===== config.mk =====
export PLATFORM = sky130hd
export DESIGN_NAME = sipm_top
export DESIGN_NICKNAME = d
export VERILOG_FILES = /design/src/pkg/sipm_pkg.sv /design/src/rtl/sipm_fifo.sv /design/src/rtl/sipm_sync.sv /design/src/rtl/sipm_top.sv
export VERILOG_INCLUDE_DIRS = /design/src /design/src/pkg
export SDC_FILE = /design/constraint.sdc
export NUM_CORES = 1
export LEC_CHECK = 0
export BUFFER_PORTS_ARGS = -buffer_cell sky130_fd_sc_hd__buf_2
export CAP_MARGIN = 30
export CORE_MARGIN = 5
export CORE_UTILIZATION = 50
export CTS_CLUSTER_DIAMETER = 60
export DETAILED_ROUTE_END_ITERATION = 6
export PLACE_DENSITY = 0.85
export SLEW_MARGIN = 20
export SYNTH_ARGS = -nofsm -noshare
export SYNTH_HDL_FRONTEND = slang
export SYNTH_HIERARCHICAL = 1
export SYNTH_SLANG_ARGS = --single-unit

===== constraint.sdc =====
create_clock -name clk_sys_in -period 3.4 [get_ports clk_sys_in]
set_input_delay 0.34 -clock clk_sys_in [delete_from_list [all_inputs] [get_ports clk_sys_in]]
set_output_delay 0.34 -clock clk_sys_in [all_outputs]
set_load 0.1 [all_outputs]

===== src/pkg/sipm_params.svh =====
// Function
// - First port pins follow the active mode
// - Transmit data open-drain or three-state per mode
// - Receive clock pin direction follows clock source
// - Tristate bits silence receive and transmit clocks
// - Transmit clock pin: clock, sync, or strobe
// - PCM sync pair decodes idle or channel
// - PCM channels routed to controllers by mode
// - Strobes mark masked B1/B2 slots
// - Carrier change over one receive clock flagged
// - Carrier usable as interrupt, level always readable
// - Carrier forced low under alternate function
// - Clear-to-send change flagged, optional frame abort
// - Request-to-send asserted while data pending
// - Request pin is request or clock; grant input
// - Baud pin carries inverted baud clock
// - Baud disable bit drives the pin high
// - Second port pins individually GPIO or dedicated
// - Port bit seven is strobe or baud clock
// - Dedicated use of bit seven overrides its GPIO output
// - Baud clock pin placement depends on mode
// - Baud clock optionally on clock pins
`ifndef SIPM_PARAMS_SVH
`define SIPM_PARAMS_SVH
`define SIPM_SYNC_IDLE 2'h0
`define SIPM_SYNC_CH1  2'h1
`define SIPM_SYNC_CH2  2'h2
`define SIPM_SYNC_CH3  2'h3
`define SIPM_ROUTE_SERIAL_CHANNEL_ONE 2'h1
`define SIPM_CHG_EDGES 2'h1
`define SIPM_FIFO_DEPTH 16
`define SIPM_FIFO_WIDTH 3
`define SIPM_PA_RXD  0
`define SIPM_PA_TXD  1
`define SIPM_PA_RCLK 2
`define SIPM_PA_TCLK 3
`define SIPM_PA_CTS  4
`define SIPM_PA_RTS  5
`define SIPM_PA_CD   6
`define SIPM_PA_SDS  7
`define SIPM_NSYNC   13
`endif


===== src/pkg/sipm_pkg.sv =====
package sipm_pkg;
    typedef enum logic [3:0] {
        SIPM_NONMULTIPLEXED_MODE = 4'h1,
        SIPM_GCI  = 4'h2,
        SIPM_IDL  = 4'h4,
        SIPM_PCM  = 4'h8
    } sipm_mode_t;

    typedef struct packed {
        logic       txd, txd_oe, rclk, rclk_oe, tclk, tclk_oe;
        logic       rts_n, baud1;
        logic [7:0] pa_o, pa_oe;
        logic       ch1_cd, l1_sync, l1_grant;
        logic       ch2_rxd, ch2_cts, ch2_cd;
        logic       rx_prev, tx_prev, cd_stable, cts_stable;
        logic [1:0] cd_cnt, cts_cnt, route;
        logic       cd_evt, cd_irq, cts_evt, cts_abort, overrun;
    } sipm_state_t;

    localparam sipm_state_t SIPM_STATE_RST = '{rts_n: 1'b1, baud1: 1'b1,
        cd_stable: 1'b1, cts_stable: 1'b1, default: '0};
endpackage : sipm_pkg


===== src/rtl/sipm_fifo.sv =====
`timescale 1ns/1ps
`default_nettype none
module sipm_fifo #(
    parameter int WIDTH = 3,
    parameter int DEPTH = 16
) (
    input  wire logic             clk_sys_in,
    input  wire logic             rst_n_in,
    input  wire logic [WIDTH-1:0] in_data_in,
    input  wire logic             in_valid_in,
    output logic                  in_ready_out,
    output logic      [WIDTH-1:0] out_data_out,
    output logic                  out_valid_out,
    input  wire logic             out_ready_in
);
    localparam int AW = $clog2(DEPTH);
    typedef struct packed {
        logic [DEPTH-1:0][WIDTH-1:0] mem;
        logic [AW:0]                 wptr, rptr;
    } sipm_fifo_st_t;
    sipm_fifo_st_t s_reg, s_next;
    logic full, empty;

    assign empty = (s_reg.wptr == s_reg.rptr);
    assign full  = (s_reg.wptr[AW-1:0] == s_reg.rptr[AW-1:0]) &&
                   (s_reg.wptr[AW] != s_reg.rptr[AW]);
    assign in_ready_out  = !full;
    assign out_valid_out = !empty;
    assign out_data_out  = s_reg.mem[s_reg.rptr[AW-1:0]];

    always_comb begin
        s_next = s_reg;
        if (in_valid_in && !full) begin
            s_next.mem[s_reg.wptr[AW-1:0]] = in_data_in;
            s_next.wptr = s_reg.wptr + 1'b1;
        end
        if (out_ready_in && !empty) s_next.rptr = s_reg.rptr + 1'b1;
    end
    always_ff @(posedge clk_sys_in) begin
        if (!rst_n_in) s_reg <= '0;
        else           s_reg <= s_next;
    end
endmodule : sipm_fifo
`default_nettype wire


===== src/rtl/sipm_sync.sv =====
`timescale 1ns/1ps
`default_nettype none
module sipm_sync #(
    parameter int WIDTH = 1
) (
    input  wire logic             clk_sys_in,
    input  wire logic             rst_n_in,
    input  wire logic [WIDTH-1:0] async_in,
    output logic      [WIDTH-1:0] sync_out
);
    typedef struct packed {
        logic [WIDTH-1:0] first, second;
    } sipm_sync_st_t;
    sipm_sync_st_t s_reg, s_next;

    // First stage feeds only the second stage
    always_comb begin
        s_next.first  = async_in;
        s_next.second = s_reg.first;
    end
    always_ff @(posedge clk_sys_in) begin
        if (!rst_n_in) s_reg <= '0;
        else           s_reg <= s_next;
    end
    assign sync_out = s_reg.second;
endmodule : sipm_sync
`default_nettype wire


===== src/rtl/sipm_top.sv =====
`timescale 1ns/1ps
`default_nettype none
`include "sipm_params.svh"
module sipm_top
    import sipm_pkg::*;
#(
    parameter int FIFO_WIDTH = `SIPM_FIFO_WIDTH,
    parameter int FIFO_DEPTH = `SIPM_FIFO_DEPTH
) (
    input  wire logic             clk_sys_in,
    input  wire logic             rst_n_in,
    // Mode and pin selection
    input  wire sipm_mode_t       ch1_mode_in,
    input  wire sipm_mode_t       ch2_mode_in,
    input  wire logic [7:0]       pa_dedicated_in,
    input  wire logic [7:0]       pa_gpio_dir_in,
    input  wire logic [7:0]       pa_gpio_out_in,
    // Configuration bits
    input  wire logic             txd_open_drain_in,
    input  wire logic             ch1_ext_clk_in,
    input  wire logic             ch1_clk_drive_in,
    input  wire logic             rclk_tristate_in,
    input  wire logic             tclk_tristate_in,
    input  wire logic             baud_one_disable_in,
    input  wire logic             cd_alt_func_in,
    input  wire logic             cd_auto_in,
    input  wire logic             cts_abort_en_in,
    input  wire logic [5:0]       pcm_route_in,
    input  wire logic [1:0]       strobe_mask_in,
    input  wire logic             strobe_two_en_in,
    input  wire logic             ch2_clk_drive_in,
    // Serial controller side
    input  wire logic [2:0]       scc_txd_in,
    input  wire logic             ch1_brg_in,
    input  wire logic             ch2_brg_in,
    input  wire logic             ch1_tx_pending_in,
    input  wire logic             ch2_rts_n_in,
    input  wire logic             l1_request_in,
    input  wire logic             gci_dclk_in,
    input  wire logic             b1_slot_in,
    input  wire logic             b2_slot_in,
    // First port pins
    input  wire logic             rxd_pin_in,
    output logic                  txd_pin_out,
    output logic                  txd_pin_oe_out,
    input  wire logic             rclk_pin_in,
    output logic                  rclk_pin_out,
    output logic                  rclk_pin_oe_out,
    input  wire logic             tclk_pin_in,
    output logic                  tclk_pin_out,
    output logic                  tclk_pin_oe_out,
    input  wire logic             cd_pin_n_in,
    input  wire logic             cts_pin_n_in,
    output logic                  rts_pin_n_out,
    output logic                  baud_one_out,
    // Second port pins
    input  wire logic [7:0]       pa_pin_in,
    output logic      [7:0]       pa_pin_out,
    output logic      [7:0]       pa_pin_oe_out,
    output logic      [7:0]       pa_level_out,
    // Internal results
    output logic                  ch1_cd_out,
    output logic                  cd_level_out,
    output logic                  cts_level_out,
    output logic                  cd_event_out,
    output logic                  cd_irq_out,
    output logic                  cts_event_out,
    output logic                  cts_abort_out,
    output logic                  l1_sync_out,
    output logic                  l1_grant_out,
    output logic                  ch2_rxd_out,
    output logic                  ch2_cts_out,
    output logic                  ch2_cd_out,
    output logic [FIFO_WIDTH-1:0] rx_word_out,
    output logic                  rx_valid_out,
    input  wire logic             rx_ready_in,
    output logic                  rx_overrun_out
);
    ////////////////////////////////////////////////////////////////////
    // Pin synchronisers
    logic [`SIPM_NSYNC-1:0] raw, syn;
    logic rxd_s, rclk_s, tclk_s, cd_s, cts_s;
    logic [7:0] pa_s;
    assign raw = {pa_pin_in, rxd_pin_in, rclk_pin_in, tclk_pin_in,
                  cd_pin_n_in, cts_pin_n_in};
    assign {pa_s, rxd_s, rclk_s, tclk_s, cd_s, cts_s} = syn;

    sipm_sync #(.WIDTH(`SIPM_NSYNC)) u_sync (
        .clk_sys_in (clk_sys_in),
        .rst_n_in   (rst_n_in),
        .async_in   (raw),
        .sync_out   (syn)
    );

    ////////////////////////////////////////////////////////////////////
    // Receive buffer
    sipm_state_t s_reg, s_next;
    logic push, fifo_ready;
    logic [FIFO_WIDTH-1:0] push_word;

    sipm_fifo #(.WIDTH(FIFO_WIDTH), .DEPTH(FIFO_DEPTH)) u_fifo (
        .clk_sys_in    (clk_sys_in),
        .rst_n_in      (rst_n_in),
        .in_data_in    (push_word),
        .in_valid_in   (push),
        .in_ready_out  (fifo_ready),
        .out_data_out  (rx_word_out),
        .out_valid_out (rx_valid_out),
        .out_ready_in  (rx_ready_in)
    );

    ////////////////////////////////////////////////////////////////////
    // Mode decode and routing
    logic nonmultiplexed_mode, gci, idl, pcm, l1strobe, brg_on_pins;
    logic rx_clk, tx_clk, rx_edge, tx_edge;
    logic [1:0] sync_code, route;
    logic data_strobe_one, data_strobe_two, pcm_idle, txd_d;

    always_comb begin
        nonmultiplexed_mode = (ch1_mode_in == SIPM_NONMULTIPLEXED_MODE);
        gci  = (ch1_mode_in == SIPM_GCI);
        idl  = (ch1_mode_in == SIPM_IDL);
        pcm  = (ch1_mode_in == SIPM_PCM);
        l1strobe = gci || idl;
        brg_on_pins = nonmultiplexed_mode && !ch1_ext_clk_in && ch1_clk_drive_in;
        // Layer-1 clock feeds both directions when multiplexed
        rx_clk = brg_on_pins ? ch1_brg_in : rclk_s;
        tx_clk = !nonmultiplexed_mode ? rclk_s : (brg_on_pins ? ch1_brg_in : tclk_s);
        rx_edge = rx_clk && !s_reg.rx_prev;
        tx_edge = tx_clk && !s_reg.tx_prev;
        sync_code = {cd_s, tclk_s};
        pcm_idle = pcm && (sync_code == `SIPM_SYNC_IDLE);
        case (sync_code)
            `SIPM_SYNC_CH1: route = pcm_route_in[1:0];
            `SIPM_SYNC_CH2: route = pcm_route_in[3:2];
            `SIPM_SYNC_CH3: route = pcm_route_in[5:4];
            default:        route = `SIPM_ROUTE_SERIAL_CHANNEL_ONE;
        endcase
        if (!pcm) route = `SIPM_ROUTE_SERIAL_CHANNEL_ONE;
        // Route code 0 means no controller owns the slot
        txd_d = (route == 2'h0) ? 1'b1 : scc_txd_in[route - 2'h1];
        data_strobe_one = b1_slot_in && strobe_mask_in[0];
        data_strobe_two = b2_slot_in && strobe_mask_in[1];
        push = rx_edge && !pcm_idle && (route != 2'h0);
        push_word = {route, rxd_s};
    end

    ////////////////////////////////////////////////////////////////////
    // Next-state logic
    always_comb begin
        s_next = s_reg;
        s_next.rx_prev = rx_clk;
        s_next.tx_prev = tx_clk;
        s_next.route   = route;
        s_next.overrun = push && !fifo_ready;

        // Transmit data pin
        s_next.txd = txd_d;
        if (gci || (nonmultiplexed_mode && txd_open_drain_in)) begin
            s_next.txd    = 1'b0;
            s_next.txd_oe = !txd_d;
        end else begin
            s_next.txd_oe = !pcm_idle;
        end

        // Receive clock pin
        s_next.rclk    = ch1_brg_in;
        s_next.rclk_oe = brg_on_pins && !rclk_tristate_in;

        // Transmit clock pin
        if (l1strobe) begin
            s_next.tclk    = data_strobe_one;
            s_next.tclk_oe = 1'b1;
        end else begin
            s_next.tclk    = ch1_brg_in;
            s_next.tclk_oe = brg_on_pins && !tclk_tristate_in;
        end

        // Request pin
        case (ch1_mode_in)
            SIPM_NONMULTIPLEXED_MODE: s_next.rts_n = !ch1_tx_pending_in;
            SIPM_IDL:  s_next.rts_n = !l1_request_in;
            SIPM_GCI:  s_next.rts_n = gci_dclk_in;
            SIPM_PCM:  s_next.rts_n = !(ch1_tx_pending_in && !pcm_idle);
            default:   s_next.rts_n = 1'b1;
        endcase

        // Baud pin is the inverse phase of the clock pins
        s_next.baud1 = baud_one_disable_in ? 1'b1 : !ch1_brg_in;

        // Layer-1 sync and grant
        s_next.l1_sync  = l1strobe && !cd_s;
        s_next.l1_grant = l1strobe && !cts_s;
        s_next.ch1_cd   = (nonmultiplexed_mode && !cd_alt_func_in) ? !cd_s : 1'b0;

        // Carrier change must survive a full receive clock
        s_next.cd_evt = 1'b0;
        s_next.cd_irq = 1'b0;
        if (cd_s == s_reg.cd_stable) begin
            s_next.cd_cnt = 2'h0;
        end else if (rx_edge && nonmultiplexed_mode) begin
            if (s_reg.cd_cnt == `SIPM_CHG_EDGES) begin
                s_next.cd_stable = cd_s;
                s_next.cd_cnt    = 2'h0;
                s_next.cd_evt    = 1'b1;
                s_next.cd_irq    = !cd_auto_in;
            end else begin
                s_next.cd_cnt = s_reg.cd_cnt + 2'h1;
            end
        end

        // Same filter for clear-to-send on the transmit clock
        s_next.cts_evt   = 1'b0;
        s_next.cts_abort = 1'b0;
        if (cts_s == s_reg.cts_stable) begin
            s_next.cts_cnt = 2'h0;
        end else if (tx_edge && nonmultiplexed_mode) begin
            if (s_reg.cts_cnt == `SIPM_CHG_EDGES) begin
                s_next.cts_stable = cts_s;
                s_next.cts_cnt    = 2'h0;
                s_next.cts_evt    = 1'b1;
                s_next.cts_abort  = cts_abort_en_in && cts_s &&
                                    ch1_tx_pending_in;
            end else begin
                s_next.cts_cnt = s_reg.cts_cnt + 2'h1;
            end
        end

        // Second port, dedicated pins mirror the first port
        s_next.ch2_rxd = pa_dedicated_in[`SIPM_PA_RXD] && pa_s[`SIPM_PA_RXD];
        s_next.ch2_cts = pa_dedicated_in[`SIPM_PA_CTS] && !pa_s[`SIPM_PA_CTS];
        s_next.ch2_cd  = pa_dedicated_in[`SIPM_PA_CD] && !pa_s[`SIPM_PA_CD];
    end

    ////////////////////////////////////////////////////////////////////
    // Second port pin drivers
    logic [7:0] ded_o, ded_oe;
    always_comb begin
        ded_o  = '0;
        ded_oe = '0;
        ded_o[`SIPM_PA_TXD]  = scc_txd_in[1];
        ded_oe[`SIPM_PA_TXD] = 1'b1;
        ded_o[`SIPM_PA_RTS]  = ch2_rts_n_in;
        ded_oe[`SIPM_PA_RTS] = 1'b1;
        ded_o[`SIPM_PA_RCLK] = ch2_brg_in;
        ded_o[`SIPM_PA_TCLK] = ch2_brg_in;
        if (ch2_mode_in == SIPM_NONMULTIPLEXED_MODE) begin
            ded_oe[`SIPM_PA_RCLK] = ch2_clk_drive_in;
            ded_oe[`SIPM_PA_TCLK] = ch2_clk_drive_in;
        end else begin
            ded_oe[`SIPM_PA_TCLK] = 1'b1;
        end
        // Bit seven: strobe in GCI/IDL or with strobe two enabled on a non-multiplexed second channel, else baud clock
        if (l1strobe || (ch2_mode_in == SIPM_NONMULTIPLEXED_MODE && strobe_two_en_in)) begin
            ded_o[`SIPM_PA_SDS] = data_strobe_two;
        end else begin
            ded_o[`SIPM_PA_SDS] = !ch2_brg_in;
        end
        ded_oe[`SIPM_PA_SDS] = l1strobe || (ch2_mode_in == SIPM_NONMULTIPLEXED_MODE);
    end

    logic [7:0] s_next_pa_o, s_next_pa_oe;
    genvar gi;
    generate
        for (gi = 0; gi < 8; gi++) begin : g_pa
            // Dedicated selection wins, so GPIO settings are ignored on a dedicated pin
            always_comb begin
                if (pa_dedicated_in[gi]) begin
                    s_next_pa_o[gi]  = ded_o[gi];
                    s_next_pa_oe[gi] = ded_oe[gi];
                end else begin
                    s_next_pa_o[gi]  = pa_gpio_out_in[gi];
                    s_next_pa_oe[gi] = pa_gpio_dir_in[gi];
                end
            end
        end
    endgenerate

    sipm_state_t s_full;
    always_comb begin
        s_full       = s_next;
        s_full.pa_o  = s_next_pa_o;
        s_full.pa_oe = s_next_pa_oe;
    end

    always_ff @(posedge clk_sys_in) begin
        if (!rst_n_in) s_reg <= SIPM_STATE_RST;
        else           s_reg <= s_full;
    end

    ////////////////////////////////////////////////////////////////////
    // Outputs
    assign txd_pin_out     = s_reg.txd;
    assign txd_pin_oe_out  = s_reg.txd_oe;
    assign rclk_pin_out    = s_reg.rclk;
    assign rclk_pin_oe_out = s_reg.rclk_oe;
    assign tclk_pin_out    = s_reg.tclk;
    assign tclk_pin_oe_out = s_reg.tclk_oe;
    assign rts_pin_n_out   = s_reg.rts_n;
    assign baud_one_out    = s_reg.baud1;
    assign pa_pin_out      = s_reg.pa_o;
    assign pa_pin_oe_out   = s_reg.pa_oe;
    assign pa_level_out    = pa_s;
    assign ch1_cd_out      = s_reg.ch1_cd;
    assign cd_level_out    = !s_reg.cd_stable;
    assign cts_level_out   = !s_reg.cts_stable;
    assign cd_event_out    = s_reg.cd_evt;
    assign cd_irq_out      = s_reg.cd_irq;
    assign cts_event_out   = s_reg.cts_evt;
    assign cts_abort_out   = s_reg.cts_abort;
    assign l1_sync_out     = s_reg.l1_sync;
    assign l1_grant_out    = s_reg.l1_grant;
    assign ch2_rxd_out     = s_reg.ch2_rxd;
    assign ch2_cts_out     = s_reg.ch2_cts;
    assign ch2_cd_out      = s_reg.ch2_cd;
    assign rx_overrun_out  = s_reg.overrun;
endmodule : sipm_top
`default_nettype wire

* After elaboration in Yosys (flattened, before gate mapping) *
Index checks and enable logic that the tools add are counted.

storage, ports and cells
  bits in registers = 127
  input bits = 78
  output and inout port bits = 49

operators by class
  $add $sub $neg = 5
  magnitude comparators = 4
  eq/ne operators = 15
  muxes and demuxes = 33
  bitwise operators = 7
  reduce and logical (&&, ||, !) cells = 72

operators with widths
  cell                 count
  $bwmux 48            1
  $logic_and 1x1->1    29
  $logic_not 1->1      22
  $mux 1               19
  $reduce_or 2->1      7
  $bmux 3 s4           1
  $demux 3 s4          1
  $mux 2               6
  $add 5x1->5 const B  2
  $lt 4x5->1 const B   2
  $eq 4x1->1 const B   2
  $reduce_or 4->1      2
  $not 1->1            7
  $eq 2x1->1 const B   3
  $mux 3               2
  $pmux 2 s3           1
  $reduce_and 3->1     2
  $reduce_or 3->1      2
  $eq 5x5->1           1
  $add 2x1->2 const B  2
  $eq 2x2->1 const B   2
  $eq 4x2->1 const B   1
  $eq 4x3->1 const B   1
  $eq 4x4->1           1
  12 further kinds     17

* Longest topological paths before layout *
  depth after elaboration = 9
  depth in mapped cells = 11
  gate-level depth less buffers = 9

* Cells and area by module *
Netlist, hierarchy kept.

by module, submodules not included
  module     times used  cells an instance  area each (um^2)  sequential area each (um^2)
  sipm_fifo  1           297                3061.7            1161.1
  sipm_top   1           201                1886.8            860.8
  sipm_sync  1           54                 730.7             520.5

* Worst setup path after synthesis *
No wires, ideal clock.

  path kind = input to register
  from = input port ch1_mode_in[1]
  to = register u_fifo/s_reg[5] (netlist name)
  arrival time = 2.852 ns
  data required time = 3.328 ns
  slack = 0.476 ns
  cell stages on the path = 10
  path buffers = 4
  path through = buf_6 or4b_1 clkbuf_1 a21o_1 ha_1 nor4_1 clkbuf_1 clkbuf_1 a21boi_0 mux2i_1

between the ends
  longest elaborated chain between the ends = 8

ends and longest elaborated chain
  what                             line             source
  start, declared                  sipm_top.sv:13   input wire sipm_mode_t ch1_mode_in,
  $eq 4x1->1                       sipm_top.sv:120  nonmultiplexed_mode = (ch1_mode_in == SIPM_NONMULTIPLEXED_MODE);
  $logic_and 1x1->1 (2 in series)  sipm_top.sv:125  brg_on_pins = nonmultiplexed_mode && !ch1_ext_clk_in && ch1_clk_drive_in;
  $mux 1                           sipm_top.sv:127  rx_clk = brg_on_pins ? ch1_brg_in : rclk_s;
  $logic_and 1x1->1                sipm_top.sv:129  rx_edge = rx_clk && !s_reg.rx_prev;
  $logic_and 1x1->1                sipm_top.sv:144  push = rx_edge && !pcm_idle && (route != 2'h0);
  $logic_and 1x1->1 *              sipm_top.sv:144
  named net push                   sipm_top.sv:98   logic push, fifo_ready;
  $logic_and 1x1->1 *              sipm_fifo.sv:33  if (in_valid_in && !full) begin
  end signal, assigned             sipm_fifo.sv:41  else s_reg <= s_next;
  end, declared                    sipm_fifo.sv:21  sipm_fifo_st_t s_reg, s_next;

The timed path passes the listed nets; every way through them passes the cells marked *.
A chain may end at the register's enable or synchronous reset.

* Worst setup path in the final report *
  from = register u_fifo/s_reg[0] (netlist name)
  to = output port rx_word_out[0]

between the ends
  longest elaborated chain between the ends = 2

ends and longest elaborated chain
  what                          line             source
  $bmux 3 s4                    sipm_fifo.sv:29  assign out_data_out = s_reg.mem[s_reg.rptr[AW-1:0]];
  $mux 3 (not written as such)  sipm_fifo.sv:29
  end, declared                 sipm_top.sv:74   output logic [FIFO_WIDTH-1:0] rx_word_out,

No other way between the ends. The select of a mux whose other input is x is not followed.

==> impl_metrics.toml <==
[power_and_ir_drop]
comb_power_share = 0.116
intPower_mw = 2.73
powerDensity_nw_per_um2 = 553
worst_ir_drop_vdd_mv = 0.425
swShare = 0.275
leakage_nw = 2.82
p_seq_frac = 0.412
power.share.clock = 0.473
switchingPower_mw = 1.04

[floorplan]
placementRows = 39
die_w_um = 117
initial_core_util = 0.504
io_pins = 127
dieHeight_um = 117
core_um2 = 11300
dieArea_um2 = 13600

[clock_network]
insertion_delay_ps = 410
cts_resized = 0
cts_root_buf = "clkbuf_16"
cts.clk_slew.worst_paths_ps = 60
clock_path_buffers = 2
cts_buffers = 17
cts-htree-levels = 4
cts_setup_buffers = 0
cts_tree = "built"
cts_sinks = 127
postCtsHoldBufs = 0

[placement]
postPlaceCellArea_um2 = 6220
globalplace.congestion = 0.913
dp_hpwl_um = 9110
pre_cts_ws_ps = 384
portBuffers = 126

[drt]
dr_total_vias = 4349
postRouteAntennaNets = 0
post-route-drc-count = 0
dr.pass1.iters = 5
drt_wl_total_um = 13300
viasPerCell = 5.38
drt_iter0_drc = 229
wl_per_cell_um = 16.4

[worst_setup_path]
path_max_fanout = 15
worstPathArrival_ps = 2710
worstSetupPathType = "flop to primary output"
critPathBufInv = 1
r2r_cells = 9
crit_path_top_delay_cell = "dfxtp_1"
worstPathRequired_ps = 3060
cp_cell_sequence = "mux4_2 > nor2b_1 > a211oi_1 > a21oi_1 > buf_2"
critical-path-top-delay-family = "flip-flops"
reg2reg_from = "u_sync/sync_out[2]"
crit_path_start_kind = "flop"
regToRegEndpoint = "u_fifo/s_reg[9]"
cp_slowest_stage_delay_ps = 870
crit_path_end_kind = "primary output"
r2r_setup_slack_ps = 700

[global_routing]
grt.overflow.total = 0
grt_max_degree = 88
grt_usage = 0.192
grt_pass1_vias = 4275
grt_pass1_wl_um = 20300
antenna_found_initial = 0

[layout]
mostFrequentLayoutCells = "127 x dfxtp_1, 125 x buf_2, 82 x nand2_1"
postLayoutCellArea_um2 = 6810
drive_gt1_frac = 0.330
postLayoutCoreUtil = 0.604
largest_register_ffs = 58
areaGrowthSynthToFinish_pct = 19.9
antenna_cells = 0
nets = 737
final_common_cell = "dfxtp_1"

[timing]
fin_crit_sh = 0.896
fin_ws_ps = 352
whs_ps = 92.2
worst_slew_pin_slew_ps = 845
setup_viol_count_final = 0
final_max_slew_viol_count = 0
worst_clock_skew_ps = 5.70
rsz0062_at_grt = "false"
max_freq_mhz = 328
relSlewSlack = 0.436
hold_viol = 0
tns_ps = 0
min_period_ps = 3050

[synthesis]
ys_seq_elements = 127
async_flop_share = 0
seq_area_frac_synth = 0.448
postSynthAreaPerCell_um2 = 10.3
yosys.area.top_type = "dfxtp_1"
synth_cell_types = 55
syn_nets = 636
synth_edf_count = 0
ys.flop_type = "dfxtp_1"
netlist_area_um2 = 5680
yosys.area.top_type_share = 0.448
synth_cells = 552
ys_warn_count = 6
synth_area_leaders = "dfxtp_1 45%, mux2i_1 12%, nand2_1 5.4%, mux4_2 4.8%, a21oi_4 2.9%"

[worst_hold_path]
hold_class = "primary input to flop"
min_from = "cd_auto_in"
holdPathEnd = "cd_irq_out"
hold_depth = 2

[job]
maxCapViolations = 0

[status]
status = "finished clean"
-- worst register-to-register path, cell delays in order, from the launching register on --
cell     delay (ps)
dfxtp_1         490
mux2_2          230
nand2_1          60
a21o_1          190
ha_1            210
nor4_2          260
buf_4           250
nand4_1         120
a21oi_1         490
mux2i_1         310
-- synthesized netlist by cell type (4+ instances only) --
| library cell | number |
|---|---|
| mux4_2 | 12 |
| nor2_1 | 8 |
| o21ai_0 | 6 |
| xor2_1 | 7 |
| nor3_1 | 9 |
| inv_1 | 8 |
| nand4_1 | 7 |
| clkbuf_1 | 21 |
| nand2_1 | 82 |
| a21oi_1 | 19 |
| nand3_1 | 17 |
| buf_6 | 7 |
| mux2i_1 | 69 |
| a21oi_4 | 10 |
| xnor2_1 | 4 |
| ha_1 | 6 |
| a31oi_1 | 4 |
| nand2b_1 | 15 |
| and3b_1 | 9 |
| buf_4 | 18 |
| nor2b_1 | 11 |
| dfxtp_1 | 127 |
| and2_2 | 20 |
| and2_1 | 10 |
-- worst max path at each step --
stage / start / end / slack, ps / cells past startpoint
after CTS: u_fifo/s_reg[0] / rx_word_out[0] / 290 / 5
after global routing: u_fifo/s_reg[0] / rx_word_out[1] / 150 / 5
after floorplan: ch1_mode_in[1] / u_fifo/s_reg[5] / 480 / 10
after detailed placement: ch1_mode_in[1] / u_fifo/s_reg[20] / 380 / 9
final: u_fifo/s_reg[0] / rx_word_out[0] / 350 / 5
after global placement: ch1_mode_in[1] / u_fifo/s_reg[20] / 510 / 9
-- metal layers --
metal  vias to the layer above  GRT usage  routed length (um)
met5                         -          0                   0
met4                         0     0.0994                 363
met3                        26     0.0461                1000
met2                       147      0.338                6830
met1                      2091      0.216                5060
li1                       2085          -                   -
-- layout make-up --
| cell class | instances | area [um2] |
|---|---|---|
| Fill cell | 880 | 4460 |
| Sequential cell | 127 | 2540 |
| Tap cell | 143 | 179 |
| Multi-Input combinational cell | 367 | 2790 |
| Clock inverter | 15 | 159 |
| Inverter | 8 | 30.0 |
| Timing Repair Buffer | 132 | 682 |
| Clock buffer | 17 | 425 |
-- power groups by stage --
stage	logic [mW]	clock network, mW	registers, mW
final	0.436	1.78	1.55
after global routing	0.459	1.88	1.55
after CTS	0.437	1.81	1.55
after detailed placement	0.433	0	1.58
after global placement	0.424	0	1.58
after floorplan	0.289	0	1.65
-- stage by stage --
| step | total power [mW] | instances |
|---|---|---|
| floorplan | 1.94 | 552 |
| global placement | 2.00 | 776 |
| detailed placement | 2.02 | 776 |
| CTS | 3.79 | 808 |
| global route | 3.89 | 809 |
| finish | 3.76 | 809 |
-- cell families (layout without fill, tap and decap cells) --
family | after synthesis | in the layout | synth area share
flip-flops | 127 | 127 | 0.448
AO/OA/AOI/OAI | 57 | 57 | 0.0842
XOR/XNOR | 11 | 11 | 0.0170
adder cells (fa/ha/maj) | 6 | 6 | 0.0132
AND/OR/NAND/NOR | 211 | 211 | 0.204
buffers and inverters | 58 | 172 | 0.0628
multiplexers | 82 | 82 | 0.171
Note: power is estimated with default switching activity, not from simulation.
